File: src/rtl/ssp_pkg.sv
// Shared constants, register map and pin carrier for the serial shift port
package ssp_pkg;
    localparam int ADDR_W = 8;
    // Register byte offsets
    localparam logic [7:0] OFS_CTRL = 8'h00;
    localparam logic [7:0] OFS_STAT = 8'h04;
    localparam logic [7:0] OFS_DATA = 8'h08;
    localparam logic [7:0] OFS_PINS = 8'h0c;
    // port_control_register fields
    localparam int CB_IRQ_EN = 7;
    localparam int CB_ENABLE = 6;
    localparam int CB_LSB_FIRST = 5;
    localparam int CB_CTRL_SEL = 4;
    localparam int CB_IDLE_LEVEL = 3;
    localparam int CB_SAMPLE_PHASE = 2;
    localparam int CB_RATE_HI = 1;
    localparam int CB_RATE_LO = 0;
    // Status fields
    localparam int SB_DONE = 7;
    localparam int SB_WCOL = 6;
    localparam int SB_DOUBLE = 0;
    // Pin configuration fields
    localparam int PB_POWER_GATE = 0;
    localparam int PB_MOSI_DIR = 1;
    localparam int PB_SCK_DIR = 2;
    localparam int PB_SEL_DIR = 3;
    localparam int PB_MISO_DIR = 4;
    localparam int PB_SEL_LEVEL = 5;
    localparam int PINS_W = 6;
    localparam logic [7:0] CTRL_RST = 8'h00;
    localparam logic [PINS_W-1:0] PINS_RST = 6'h21;
    // Full SCK periods in pclk cycles for each rate select
    localparam int DIV_R0 = 4;
    localparam int DIV_R1 = 16;
    localparam int DIV_R2 = 64;
    localparam int DIV_R3 = 128;
    localparam int BITS = 8;
    localparam logic [4:0] LAST_EDGE = 5'd15;
    // Cycles from a controller sample edge until the reply on its data-in pin can be read:
    // one for the registered clock pin, two for the synchroniser
    localparam int MISO_LAG = 3;

    typedef struct packed {
        logic mosi_o;
        logic mosi_oe;
        logic miso_o;
        logic miso_oe;
        logic sck_o;
        logic sck_oe;
        logic sel_o;
        logic sel_oe;
    } pin_out_t;

    typedef enum logic [1:0] {ST_IDLE, ST_CTRL, ST_TGT} mode_t;
endpackage

File: src/rtl/sync_serial_shift_port.sv
// Full-duplex serial shift port, controller or target, with APB register access
`timescale 1ns/1ps

// Functional notes
// - Controller: writing a data byte starts the clock generator and shifts eight bits.
// - Controller: after one byte the clock stops and the done flag sets.
// - Done flag with interrupt enable raises the interrupt request in both modes.
// - Controller never drives select automatically; software sets its level.
// - Controller software writes another byte or raises select to end a packet.
// - Data goes out on MOSI, back on MISO, both registers exchanging together.
// - Target with select high stays idle, MISO not driven.
// - Target may be loaded while select high; shifting waits for select low.
// - Target sets done flag once a complete byte has shifted.
// - Target may load new transmit data before reading the received byte.
// - Last received byte is kept in a readable receive buffer.
// - Transmit single buffered: no new byte accepted during a shift.
// - Receive double buffered: unread byte is overwritten by the next one.
// - Each pin drives only when its mode is active and its user direction bit is set; a disabled port drives nothing.
// - Port unusable until its power gate bit is cleared.
// - Bit order selectable, LSB first or MSB first.
// - Seven controller clock rates including double speed at half pclk.
// - Write collision flag marks data writes during a transfer.
// - Transfer completion gives a wake pulse for idle sleep.
// - Target: select rising resets shift logic and drops a partial byte.
// - Controller with select input driven low drops to target and sets done.
// - Idle level and sample phase pick modes 0-3; drive and sample opposite edges.
// - Rate bits give /4,/16,/64,/128, doubled by double rate; controller only.
module sync_serial_shift_port
    import ssp_pkg::*;
(
    input wire logic pclk,
    input wire logic presetn,
    input wire logic clk_en,
    input wire logic psel,
    input wire logic penable,
    input wire logic pwrite,
    input wire logic [ADDR_W-1:0] paddr,
    input wire logic [31:0] pwdata,
    output logic [31:0] prdata,
    output logic pready,
    output logic pslverr,
    input wire logic mosi_i,
    input wire logic miso_i,
    input wire logic sck_i,
    input wire logic sel_n_i,
    output pin_out_t pins,
    output logic irq,
    output logic wake
);
    logic [31:0] prdata_ff;
    logic pready_ff;
    logic pslverr_ff;
    pin_out_t pins_ff;
    logic irq_ff;
    logic wake_ff;
    logic [7:0] ctrl_ff;
    logic [PINS_W-1:0] pcfg_ff;
    logic double_ff;
    logic done_ff;
    logic wcol_ff;
    logic armed_ff;
    logic [7:0] shift_ff;
    logic [7:0] rx_buf_ff;
    logic out_bit_ff;
    logic [4:0] edge_ff;
    logic [7:0] div_ff;
    logic sck_gen_ff;
    mode_t state_ff;
    logic [3:0] meta_ff;
    logic [3:0] sync_ff;
    logic sck_prev_ff;
    logic sel_prev_ff;
    logic [7:0] rx_sh_ff;
    logic [MISO_LAG-1:0] lag_smp_ff;
    logic [MISO_LAG-1:0] lag_fin_ff;

    // Two-stage synchronisers for the pin inputs: {sel, sck, miso, mosi}
    always_ff @(posedge pclk or negedge presetn)
    begin
        if (!presetn)
        begin
            meta_ff <= 4'hf;
            sync_ff <= 4'hf;
        end
        else if (clk_en)
        begin
            meta_ff <= {sel_n_i, sck_i, miso_i, mosi_i};
            sync_ff <= meta_ff;
        end
    end

    wire mosi_s = sync_ff[0];
    wire miso_s = sync_ff[1];
    wire sck_s = sync_ff[2];
    wire sel_s = sync_ff[3];

    // Bus decode
    wire setup_ph = psel && !penable && !pready_ff;
    wire access = psel && penable && pready_ff;
    wire wr = access && pwrite;
    wire rd = access && !pwrite;
    wire hit_ctrl = (paddr == OFS_CTRL);
    wire hit_stat = (paddr == OFS_STAT);
    wire hit_data = (paddr == OFS_DATA);
    wire hit_pins = (paddr == OFS_PINS);
    wire mapped = hit_ctrl || hit_stat || hit_data || hit_pins;

    // Configuration views
    wire gated = pcfg_ff[PB_POWER_GATE];
    wire enabled = ctrl_ff[CB_ENABLE] && !gated;
    wire is_ctrl = ctrl_ff[CB_CTRL_SEL];
    wire lsb_first = ctrl_ff[CB_LSB_FIRST];
    wire idle_lvl = ctrl_ff[CB_IDLE_LEVEL];
    wire phase = ctrl_ff[CB_SAMPLE_PHASE];
    wire [1:0] rate = ctrl_ff[CB_RATE_HI:CB_RATE_LO];
    wire sel_as_input = !pcfg_ff[PB_SEL_DIR];
    wire busy = ((state_ff != ST_IDLE) && (edge_ff != 5'd0 || state_ff == ST_CTRL)) || (|lag_fin_ff);

    // Half SCK period in pclk cycles; a full period of 2 is the double-speed floor
    wire [7:0] full_div = (rate == 2'd0) ? 8'(DIV_R0) :
                          (rate == 2'd1) ? 8'(DIV_R1) :
                          (rate == 2'd2) ? 8'(DIV_R2) : 8'(DIV_R3);
    wire [7:0] half_div = double_ff ? (full_div >> 2) : (full_div >> 1);

    // Edge numbering: even edges lead, odd edges trail; sample parity follows phase
    wire head_bit = lsb_first ? shift_ff[0] : shift_ff[7];
    wire in_bit = is_ctrl ? miso_s : mosi_s;
    wire [7:0] shifted = lsb_first ? {in_bit, shift_ff[7:1]} : {shift_ff[6:0], in_bit};

    // Target edge detect on the synchronised clock
    wire tgt_edge = (state_ff == ST_TGT) && (sck_s != sck_prev_ff);
    wire ctl_edge = (state_ff == ST_CTRL) && (div_ff == 8'd1);
    wire any_edge = tgt_edge || ctl_edge;
    wire sample_edge = any_edge && (edge_ff[0] == phase);
    wire setup_edge = any_edge && (edge_ff[0] != phase);
    wire last_edge = any_edge && (edge_ff == LAST_EDGE);

    wire data_wr = wr && hit_data;
    wire start_ctl = data_wr && enabled && is_ctrl && state_ff == ST_IDLE && !busy;
    wire load_ok = data_wr && !busy;
    wire mode_fault = enabled && is_ctrl && sel_as_input && !sel_s;
    wire sel_rise = sel_s && !sel_prev_ff;
    wire finish = last_edge;
    // A controller reply crosses the clock pin register and the synchroniser before it can be read,
    // so the controller's receive side trails its own edges; without this the fast rates read stale bits
    wire ctl_smp = sample_edge && (state_ff == ST_CTRL);
    wire ctl_fin = finish && (state_ff == ST_CTRL);
    wire rx_take = lag_smp_ff[MISO_LAG-1] || (sample_edge && state_ff == ST_TGT);
    wire rx_end = lag_fin_ff[MISO_LAG-1] || (finish && state_ff == ST_TGT);
    wire rx_bit = lag_smp_ff[MISO_LAG-1] ? miso_s : mosi_s;
    wire [7:0] rx_shifted = lsb_first ? {rx_bit, rx_sh_ff[7:1]} : {rx_sh_ff[6:0], rx_bit};
    wire set_done = rx_end || mode_fault;
    wire clr_flags = armed_ff && access && hit_data;

    // APB slave: one wait-free access cycle after setup
    always_ff @(posedge pclk or negedge presetn)
    begin
        if (!presetn)
        begin
            pready_ff <= 1'b0;
            pslverr_ff <= 1'b0;
            prdata_ff <= 32'h0000_0000;
        end
        else if (clk_en)
        begin
            pready_ff <= setup_ph;
            pslverr_ff <= setup_ph && !mapped;
            if (setup_ph && !pwrite)
            begin
                prdata_ff <= hit_ctrl ? {24'h00_0000, ctrl_ff} :
                             hit_stat ? {24'h00_0000, done_ff, wcol_ff, 5'h00, double_ff} :
                             hit_data ? {24'h00_0000, rx_buf_ff} :
                             hit_pins ? {26'h000_0000, pcfg_ff} : 32'h0000_0000;
            end
        end
    end

    // Software registers
    always_ff @(posedge pclk or negedge presetn)
    begin
        if (!presetn)
        begin
            ctrl_ff <= CTRL_RST;
            pcfg_ff <= PINS_RST;
            double_ff <= 1'b0;
        end
        else if (clk_en)
        begin
            if (wr && hit_ctrl)
            begin
                ctrl_ff <= pwdata[7:0];
            end
            else if (mode_fault)
            begin
                ctrl_ff[CB_CTRL_SEL] <= 1'b0;
            end
            if (wr && hit_pins)
            begin
                pcfg_ff <= pwdata[PINS_W-1:0];
            end
            if (wr && hit_stat)
            begin
                double_ff <= pwdata[SB_DOUBLE];
            end
        end
    end

    // Flags: a setting event wins over the clear
    always_ff @(posedge pclk or negedge presetn)
    begin
        if (!presetn)
        begin
            done_ff <= 1'b0;
            wcol_ff <= 1'b0;
            armed_ff <= 1'b0;
        end
        else if (clk_en)
        begin
            if (set_done)
            begin
                done_ff <= 1'b1;
            end
            else if (clr_flags)
            begin
                done_ff <= 1'b0;
            end
            if (data_wr && busy)
            begin
                wcol_ff <= 1'b1;
            end
            else if (clr_flags)
            begin
                wcol_ff <= 1'b0;
            end
            if (rd && hit_stat && done_ff)
            begin
                armed_ff <= 1'b1;
            end
            else if (access && hit_data)
            begin
                armed_ff <= 1'b0;
            end
        end
    end

    // Shift engine shared by both modes
    always_ff @(posedge pclk or negedge presetn)
    begin
        if (!presetn)
        begin
            state_ff <= ST_IDLE;
            shift_ff <= 8'h00;
            rx_buf_ff <= 8'h00;
            out_bit_ff <= 1'b0;
            edge_ff <= 5'd0;
            div_ff <= 8'd0;
            sck_gen_ff <= 1'b0;
            sck_prev_ff <= 1'b1;
            sel_prev_ff <= 1'b1;
            rx_sh_ff <= 8'h00;
            lag_smp_ff <= '0;
            lag_fin_ff <= '0;
        end
        else if (clk_en)
        begin
            sck_prev_ff <= sck_s;
            sel_prev_ff <= sel_s;
            if (load_ok)
            begin
                shift_ff <= pwdata[7:0];
                out_bit_ff <= lsb_first ? pwdata[0] : pwdata[7];
            end
            case (state_ff)
                ST_IDLE:
                begin
                    sck_gen_ff <= idle_lvl;
                    edge_ff <= 5'd0;
                    if (start_ctl)
                    begin
                        state_ff <= ST_CTRL;
                        div_ff <= half_div;
                    end
                    else if (enabled && !is_ctrl && !sel_s)
                    begin
                        state_ff <= ST_TGT;
                        out_bit_ff <= head_bit;
                    end
                end
                ST_CTRL:
                begin
                    if (!enabled || mode_fault)
                    begin
                        state_ff <= ST_IDLE;
                    end
                    else if (ctl_edge)
                    begin
                        sck_gen_ff <= !sck_gen_ff;
                        div_ff <= half_div;
                        edge_ff <= edge_ff + 5'd1;
                    end
                    else
                    begin
                        div_ff <= div_ff - 8'd1;
                    end
                    if (finish)
                    begin
                        state_ff <= ST_IDLE;
                        sck_gen_ff <= idle_lvl;
                    end
                end
                ST_TGT:
                begin
                    if (!enabled || is_ctrl || sel_rise)
                    begin
                        state_ff <= ST_IDLE;
                    end
                    else if (tgt_edge)
                    begin
                        edge_ff <= finish ? 5'd0 : edge_ff + 5'd1;
                    end
                end
                default:
                begin
                    state_ff <= ST_IDLE;
                end
            endcase
            if (sample_edge)
            begin
                shift_ff <= shifted;
            end
            if (setup_edge)
            begin
                out_bit_ff <= head_bit;
            end
            lag_smp_ff <= {lag_smp_ff[MISO_LAG-2:0], ctl_smp};
            lag_fin_ff <= {lag_fin_ff[MISO_LAG-2:0], ctl_fin};
            if (rx_take)
            begin
                rx_sh_ff <= rx_shifted;
            end
            if (rx_end)
            begin
                rx_buf_ff <= rx_take ? rx_shifted : rx_sh_ff;
            end
        end
    end

    // Pin directions and levels; select is only ever driven from software's level bit
    wire ctl_on = enabled && is_ctrl;
    wire tgt_on = enabled && !is_ctrl && !sel_s;
    always_ff @(posedge pclk or negedge presetn)
    begin
        if (!presetn)
        begin
            pins_ff <= '0;
            irq_ff <= 1'b0;
            wake_ff <= 1'b0;
        end
        else if (clk_en)
        begin
            pins_ff.mosi_o <= out_bit_ff;
            pins_ff.mosi_oe <= ctl_on && pcfg_ff[PB_MOSI_DIR];
            pins_ff.miso_o <= out_bit_ff;
            pins_ff.miso_oe <= tgt_on && pcfg_ff[PB_MISO_DIR];
            pins_ff.sck_o <= (state_ff == ST_CTRL) ? sck_gen_ff : idle_lvl;
            pins_ff.sck_oe <= ctl_on && pcfg_ff[PB_SCK_DIR];
            pins_ff.sel_o <= pcfg_ff[PB_SEL_LEVEL];
            pins_ff.sel_oe <= ctl_on && pcfg_ff[PB_SEL_DIR];
            irq_ff <= (done_ff || set_done) && ctrl_ff[CB_IRQ_EN];
            wake_ff <= set_done;
        end
    end

    assign prdata = prdata_ff;
    assign pready = pready_ff;
    assign pslverr = pslverr_ff;
    assign pins = pins_ff;
    assign irq = irq_ff;
    assign wake = wake_ff;
endmodule

File: config.mk
export PLATFORM = sky130hd
export DESIGN_NAME = sync_serial_shift_port
export DESIGN_NICKNAME = d
export VERILOG_FILES = /design/src/rtl/ssp_pkg.sv /design/src/rtl/sync_serial_shift_port.sv
export SDC_FILE = /design/constraint.sdc
export NUM_CORES = 1
export LEC_CHECK = 0
export ABC_AREA = 1
export BUFFER_PORTS_ARGS = -buffer_cell sky130_fd_sc_hd__buf_2
export CORE_MARGIN = 3
export CORE_UTILIZATION = 30
export CTS_CLUSTER_SIZE = 16
export DETAILED_ROUTE_END_ITERATION = 8
export GPL_ROUTABILITY_DRIVEN = 0
export PLACE_DENSITY = 0.56
export SYNTH_ARGS = -nofsm -noshare
export SYNTH_HDL_FRONTEND = slang
export SYNTH_SLANG_ARGS = --single-unit
export TNS_END_PERCENT = 10
File: constraint.sdc
create_clock -name pclk -period 2.2 [get_ports pclk]
set_input_delay 0.22 -clock pclk [delete_from_list [all_inputs] [get_ports pclk]]
set_output_delay 0.22 -clock pclk [all_outputs]
set_load 0.01 [all_outputs]
# == Yosys cells after proc, flatten, opt, wreduce, memory -nomap -nowiden ==
# Cells that the tools add are included.
# totals
wordCells,204
inputBits,50
regBits,118
out_inout_bits,44
# op_classes
n_eq_ne,22
n_reduce_logical,97
add_sub_neg,2
mux,50
# op_table
op,count
$mux W8,14
$logic_and A1 B1 Y1,45
$mux W5,5
$mux W1,20
$reduce_and A2 Y1,10
$eq A8 B4 Y1 const B,2
$pmux W8 S2,1
$pmux W5 S3,1
$reduce_bool A2 Y1,7
$logic_or A1 B1 Y1,13
$logic_not A1 Y1,12
$ne A3 B3 Y1 const B,4
$reduce_and A4 Y1,3
$mux W2,5
$ne A2 B2 Y1 const B,5
$eq A8 B1 Y1 const B,1
$eq A8 B3 Y1 const B,1
$logic_not A8 Y1,1
$sub A8 B1 Y8 const B,1
$mux W7,1
$mux W6,1
$pmux W2 S3,1
$reduce_and A6 Y1,1
$add A5 B1 Y5 const B,1
11 further kinds,15

# == Longest topological paths before layout ==
# logic_depth
ltp_word,11
mapped_depth,13
depth_no_buf,13

# == Worst setup path after synthesis ==
# Ideal clock, no wire load.
# synth_timing
path_kind,reg-to-reg
start,register edge_ff[0]
end,register div_ff[1]
stages_incl_launch_ff,12
setup_time_ns,0.122
n_path_buf,0
setup_slack_ns,0.554
arrival_time_ns,1.524
required_time_ns,2.078
synth_period_minus_slack_ns,1.646
cell_sequence,dfrtp_1 -> inv_1 -> ha_1 -> inv_1 -> nor2_1 -> nand2_1 -> a21oi_2 -> nand3_1 -> o21ai_2 -> nand2_4 -> nand2_1 -> o21ai_2
# synth_between
elab_chain_len,8
# synth_rtl
item,line_no,rtl
"start, declared",sync_serial_shift_port.sv:65,logic [4:0] edge_ff;
"start signal, assigned",sync_serial_shift_port.sv:299,edge_ff <= edge_ff + 5'd1;
"start signal, assigned",sync_serial_shift_port.sv:319,edge_ff <= finish ? 5'd0 : edge_ff + 5'd1;
$reduce_bool A5 Y1,sync_serial_shift_port.sv:117,wire busy = ((state_ff != ST_IDLE) && (edge_ff != 5'd0 || state_ff == ST_CTRL)) || (|lag_fin_ff);
$logic_or A1 B1 Y1,sync_serial_shift_port.sv:117,
$logic_and A1 B1 Y1,sync_serial_shift_port.sv:117,
$logic_or A1 B1 Y1,sync_serial_shift_port.sv:117,
$logic_not A1 Y1,sync_serial_shift_port.sv:139,wire start_ctl = data_wr && enabled && is_ctrl && state_ff == ST_IDLE && !busy;
$logic_and A1 B1 Y1,sync_serial_shift_port.sv:139,
$ne A2 B2 Y1 (no line),-,
$reduce_and A4 Y1 (no line),-,
"end signal, assigned",sync_serial_shift_port.sv:281,div_ff <= half_div;
"end signal, assigned",sync_serial_shift_port.sv:298,div_ff <= half_div;
"end signal, assigned",sync_serial_shift_port.sv:303,div_ff <= div_ff - 8'd1;
"end, declared",sync_serial_shift_port.sv:66,logic [7:0] div_ff;
# No other way between the ends.
# A chain may end at the register's enable or synchronous reset.

# == Worst setup path after layout ==
# layout_timing
start,register state_ff[1]
end,register rx_buf_ff[0]
# layout_between
elab_chain_len,7
word_cells_on_any_way,13
cone_classes,eq/ne (2); mux (1); reduce/logical (10)
# layout_rtl
item,line_no,rtl
"start, declared",sync_serial_shift_port.sv:68,mode_t state_ff;
"start signal, assigned",sync_serial_shift_port.sv:251,state_ff <= ST_IDLE;
"start signal, assigned",sync_serial_shift_port.sv:280,state_ff <= ST_CTRL;
"start signal, assigned",sync_serial_shift_port.sv:285,state_ff <= ST_TGT;
$eq A2 B2 Y1 or $eq A2 B1 Y1 (tied branches),-,
$logic_and A1 B1 Y1 (on tied branches),"sync_serial_shift_port.sv:131, sync_serial_shift_port.sv:132",
$logic_or A1 B1 Y1,sync_serial_shift_port.sv:133,wire any_edge = tgt_edge || ctl_edge;
$logic_and A1 B1 Y1 (on tied branches),"sync_serial_shift_port.sv:134, sync_serial_shift_port.sv:136",
$logic_and A1 B1 Y1 (on tied branches),"sync_serial_shift_port.sv:148, sync_serial_shift_port.sv:149",
$logic_or A1 B1 Y1 (on tied branches),"sync_serial_shift_port.sv:148, sync_serial_shift_port.sv:149",
$mux W8 or $reduce_and A2 Y1 (tied branches),-,
"end signal, assigned",sync_serial_shift_port.sv:343,rx_buf_ff <= rx_take ? rx_shifted : rx_sh_ff;
"end, declared",sync_serial_shift_port.sv:63,logic [7:0] rx_buf_ff;
# Several ways; a longest one is shown, not always the timed one.

==> impl_metrics.py <==
metrics = {
    "synthesis": {
        "dominantRegCellSynth": "dfrtp_1",
        "ys_top_cells_by_area": "dfrtp_1 38%, nand2_1 19%, dfstp_2 5.8%",
        "synth-async-reset-ratio_pct": 100,
        "ys_warn_count": 0,
        "ys_ff_latch": 94,
        "yosysTopAreaCell": "dfrtp_1",
        "seq_area_frac_synth_pct": 43.3,
        "synth_top_area_share_pct": 37.5,
        "ys_types": 45,
        "synth_edf_count": 0,
        "netlist_instances": 730,
        "avgSynthCellArea_um2": 7.50,
        "synth_area_um2": 5470,
    },
    "timing": {
        "tightest_slew_ns": 0.570,
        "grt_setup_unrepaired": "no",
        "drv_slew": 0,
        "worst_slack_ns": 0.236,
        "setup_viol": 0,
        "finalHoldViolCount": 0,
        "setup_tns_ns": 0,
        "relSlewSlack_pct": 62.0,
        "clock.fmax_ghz": 0.509,
        "fin_crit_ns": 1.96,
        "finClkSkew_ns": 0.00851,
        "period_share_pct": 89.3,
    },
    "setup_path": {
        "crit_start": "state_ff[1]$_DFFE_PN0P_",
        "crit_path_end_kind": "register",
        "reg2reg_depth": 10,
        "crit_path_max_fanout": 9,
        "start_kind": "register",
        "r2r_start": "state_ff[1]$_DFFE_PN0P_",
        "crit_slowest_cell": "dfrtp_1",
        "crit_chain": "inv_1, ha_1, nand3_4, nand2_8, nand3_4, nand2_2, nand2_1, nand2_1, nand2_1, nand2_1",
        "required_ns": 2.49,
        "slowest_delay_ns": 0.43,
        "r2r-end": "rx_buf_ff[0]$_DFFE_PN0P_",
        "critPathArrivalTime_ns": 2.25,
        "crit_top_cell": "nand2_1",
        "rrSetupSlack_ns": 0.24,
        "path_class": "reg2reg",
    },
    "finish": {
        "num-nets-final": 836,
        "antennaDiodeCount": 0,
        "areaGrowthSynthToFinish_pct": 13.1,
        "post_layout_nonfiller_instances": 1008,
        "layout-drive-gt1-share_pct": 17.1,
    },
    "floorplan": {
        "die_h_um": 141,
        "ioPinCount": 94,
        "fp.dieW_um": 141,
        "die_area_um2": 19900,
        "core_um2": 17600,
        "start_util_pct": 31.1,
        "rows": 48,
    },
    "global_routing": {
        "track_usage_pct": 14.2,
        "grt_overflow": 0,
        "grt_pass1_wl_um": 22400,
        "busiest_layer": "met2",
        "gr-usage-met2_pct": 21.0,
        "antenna_found_initial": 0,
        "grt_max_degree": 43,
        "grt_use_met1_pct": 20.8,
        "met3_usage_pct": 2.88,
        "grt_pass1_vias": 4335,
    },
    "routing": {
        "wl_per_cell_um": 13.8,
        "drc": 0,
        "vias_per_cell": 4.56,
        "routed_wl_um": 13900,
        "drtPass1Iterations": 5,
        "routed-via-count": 4601,
        "drt_iter0_markers": 248,
        "final_antenna_net_count": 0,
    },
    "clock_network": {
        "clockBufferDepth": 2,
        "htreeDepth": 3,
        "clock_latency_ns": 0.35,
        "post_cts_buffers": 0,
        "cts_buffers": 9,
        "clockRootBuffer": "clkbuf_16",
        "ctsHoldBuffers": 1,
        "cts.repair.resized": 0,
        "cts.sinks": 94,
        "cts_tree": "done",
        "cts.clk_slew.worst_paths_ns": 0.06,
    },
    "place": {
        "io_buffers": 45,
        "place_ws_ns": 0.246,
        "dp.cells": 991,
        "dp_hpwl_um": 10100,
    },
    "pwr": {
        "p_leak_uw": 0.00323,
        "p_per_area_nw_per_um2": 602,
        "peakVddDrop_v": 0.000389,
    },
    "hold_path": {
        "hold_depth": 3,
        "min-delay-path-class": "in2reg",
        "hold_start": "mosi_i",
        "min_to": "meta_ff[0]$_DFFE_PN1P_",
    },
    "outcome": {
        "status": "finished clean",
    },
    "flow_run": {
        "cap_viol_max_count": 0,
    },
}
## routing by layer
metal | routed length, um | vias to the layer above
met5 | 0 | -
met4 | 199 | 0
met3 | 539 | 14
met2 | 6020 | 97
met1 | 7110 | 2107
li1 | - | 2383
## worst max path at each step
| stage | slack [ns] | end |
|---|---|---|
| 2_1_floorplan | 0.55 | div_ff[1]$_DFFE_PN0P_ |
| 3_3_place_gp | 0.25 | shift_ff[4]$_DFFE_PN0P_ |
| 3_5_place_dp | 0.25 | shift_ff[7]$_DFFE_PN0P_ |
| 4_1_cts | 0.23 | div_ff[1]$_DFFE_PN0P_ |
| 5_1_grt | 0.07 | rx_sh_ff[2]$_DFFE_PN0P_ |
| 6_report | 0.24 | rx_buf_ff[0]$_DFFE_PN0P_ |
## per-stage QoR
step | hold slack [ns] | instance area (um2) | total power (uW) | util (%)
2_1_floorplan | -0.0756 | 5560 | 2070 | -
3_3_place_gp | 0.258 | 5880 | 2160 | 33.4
6_report | 0.0716 | 6190 | 3720 | 35.2
3_5_place_dp | 0.268 | 5880 | 2170 | 33.4
4_1_cts | 0.0624 | 6190 | 3760 | 35.2
5_1_grt | 0.0732 | 6190 | 3880 | 35.2
## cell usage in the layout (no fill, tap or decap), types with 9 or more instances in the layout
master	netlist	routed
nand2_1	274	274
dfrtp_1	82	82
inv_1	63	63
nand3_1	52	52
o21ai_0	50	50
buf_2	3	44
nor2_1	39	39
conb_1	1	24
buf_4	27	12
dfstp_2	12	12
a21oi_1	11	11
o21ai_2	11	11
inv_2	9	9
o21ai_1	9	9
clkbuf_16	0	9
## cell usage after synthesis (4+ instances only)
| master | number |
|---|---|
| a21oi_1 | 11 |
| buf_4 | 27 |
| clkbuf_1 | 11 |
| dfrtp_1 | 82 |
| dfstp_2 | 12 |
| ha_1 | 8 |
| inv_1 | 63 |
| inv_2 | 9 |
| nand2_1 | 274 |
| nand2_2 | 7 |
| nand3_1 | 52 |
| nand4_1 | 7 |
| nor2_1 | 39 |
| nor2_2 | 6 |
| o21ai_0 | 50 |
| o21ai_1 | 9 |
| o21ai_2 | 11 |
| o22ai_1 | 4 |
| o31ai_1 | 5 |
| xor2_1 | 4 |
## logic make-up after synthesis
kind of cell	after synthesis	synth area share (%)
compound gates	98	10.6
xor+xnor	7	1.26
mux	1	0.183
simple gates	401	32.3
fa+ha+maj	8	1.83
flops	94	43.3
other cells	1	0.0685
buf+inv	120	10.5
## worst max-delay path: cells and delay by family, from the launching register on
family / cells / cell delay (ns)
flops: 1 / 0.43
fa+ha+maj: 1 / 0.36
buf+inv: 1 / 0.12
simple gates: 8 / 0.99
## registers in the layout (all words and copies together), names as in the netlist, 2 cells and up
name / cells
meta_ff: 4
state_ff: 2
sync_ff: 4
shift_ff: 8
pcfg_ff: 6
div_ff: 8
rx_buf_ff: 8
lag_smp_ff: 3
prdata: 8
rx_sh_ff: 8
edge_ff: 5
ctrl_ff: 8
lag_fin_ff: 3
pins: 7
## power breakdown
group          leakage [uW]  internal (uW)  switching [uW]
clock network      0.000144            915             674
logic               0.00184           90.2             215
registers           0.00125           1790            36.6
total               0.00323           2800             925
## final cells by class
type / count / area (um2)
fill: 1849 / 11400
timing repair buffer: 58 / 340
clock buffer: 13 / 250
inverter: 76 / 290
multi-input combinational: 539 / 2620
tap: 225 / 282
clock inverter: 3 / 43.8
sequential: 94 / 2370
(Power assumes the default switching activity.)
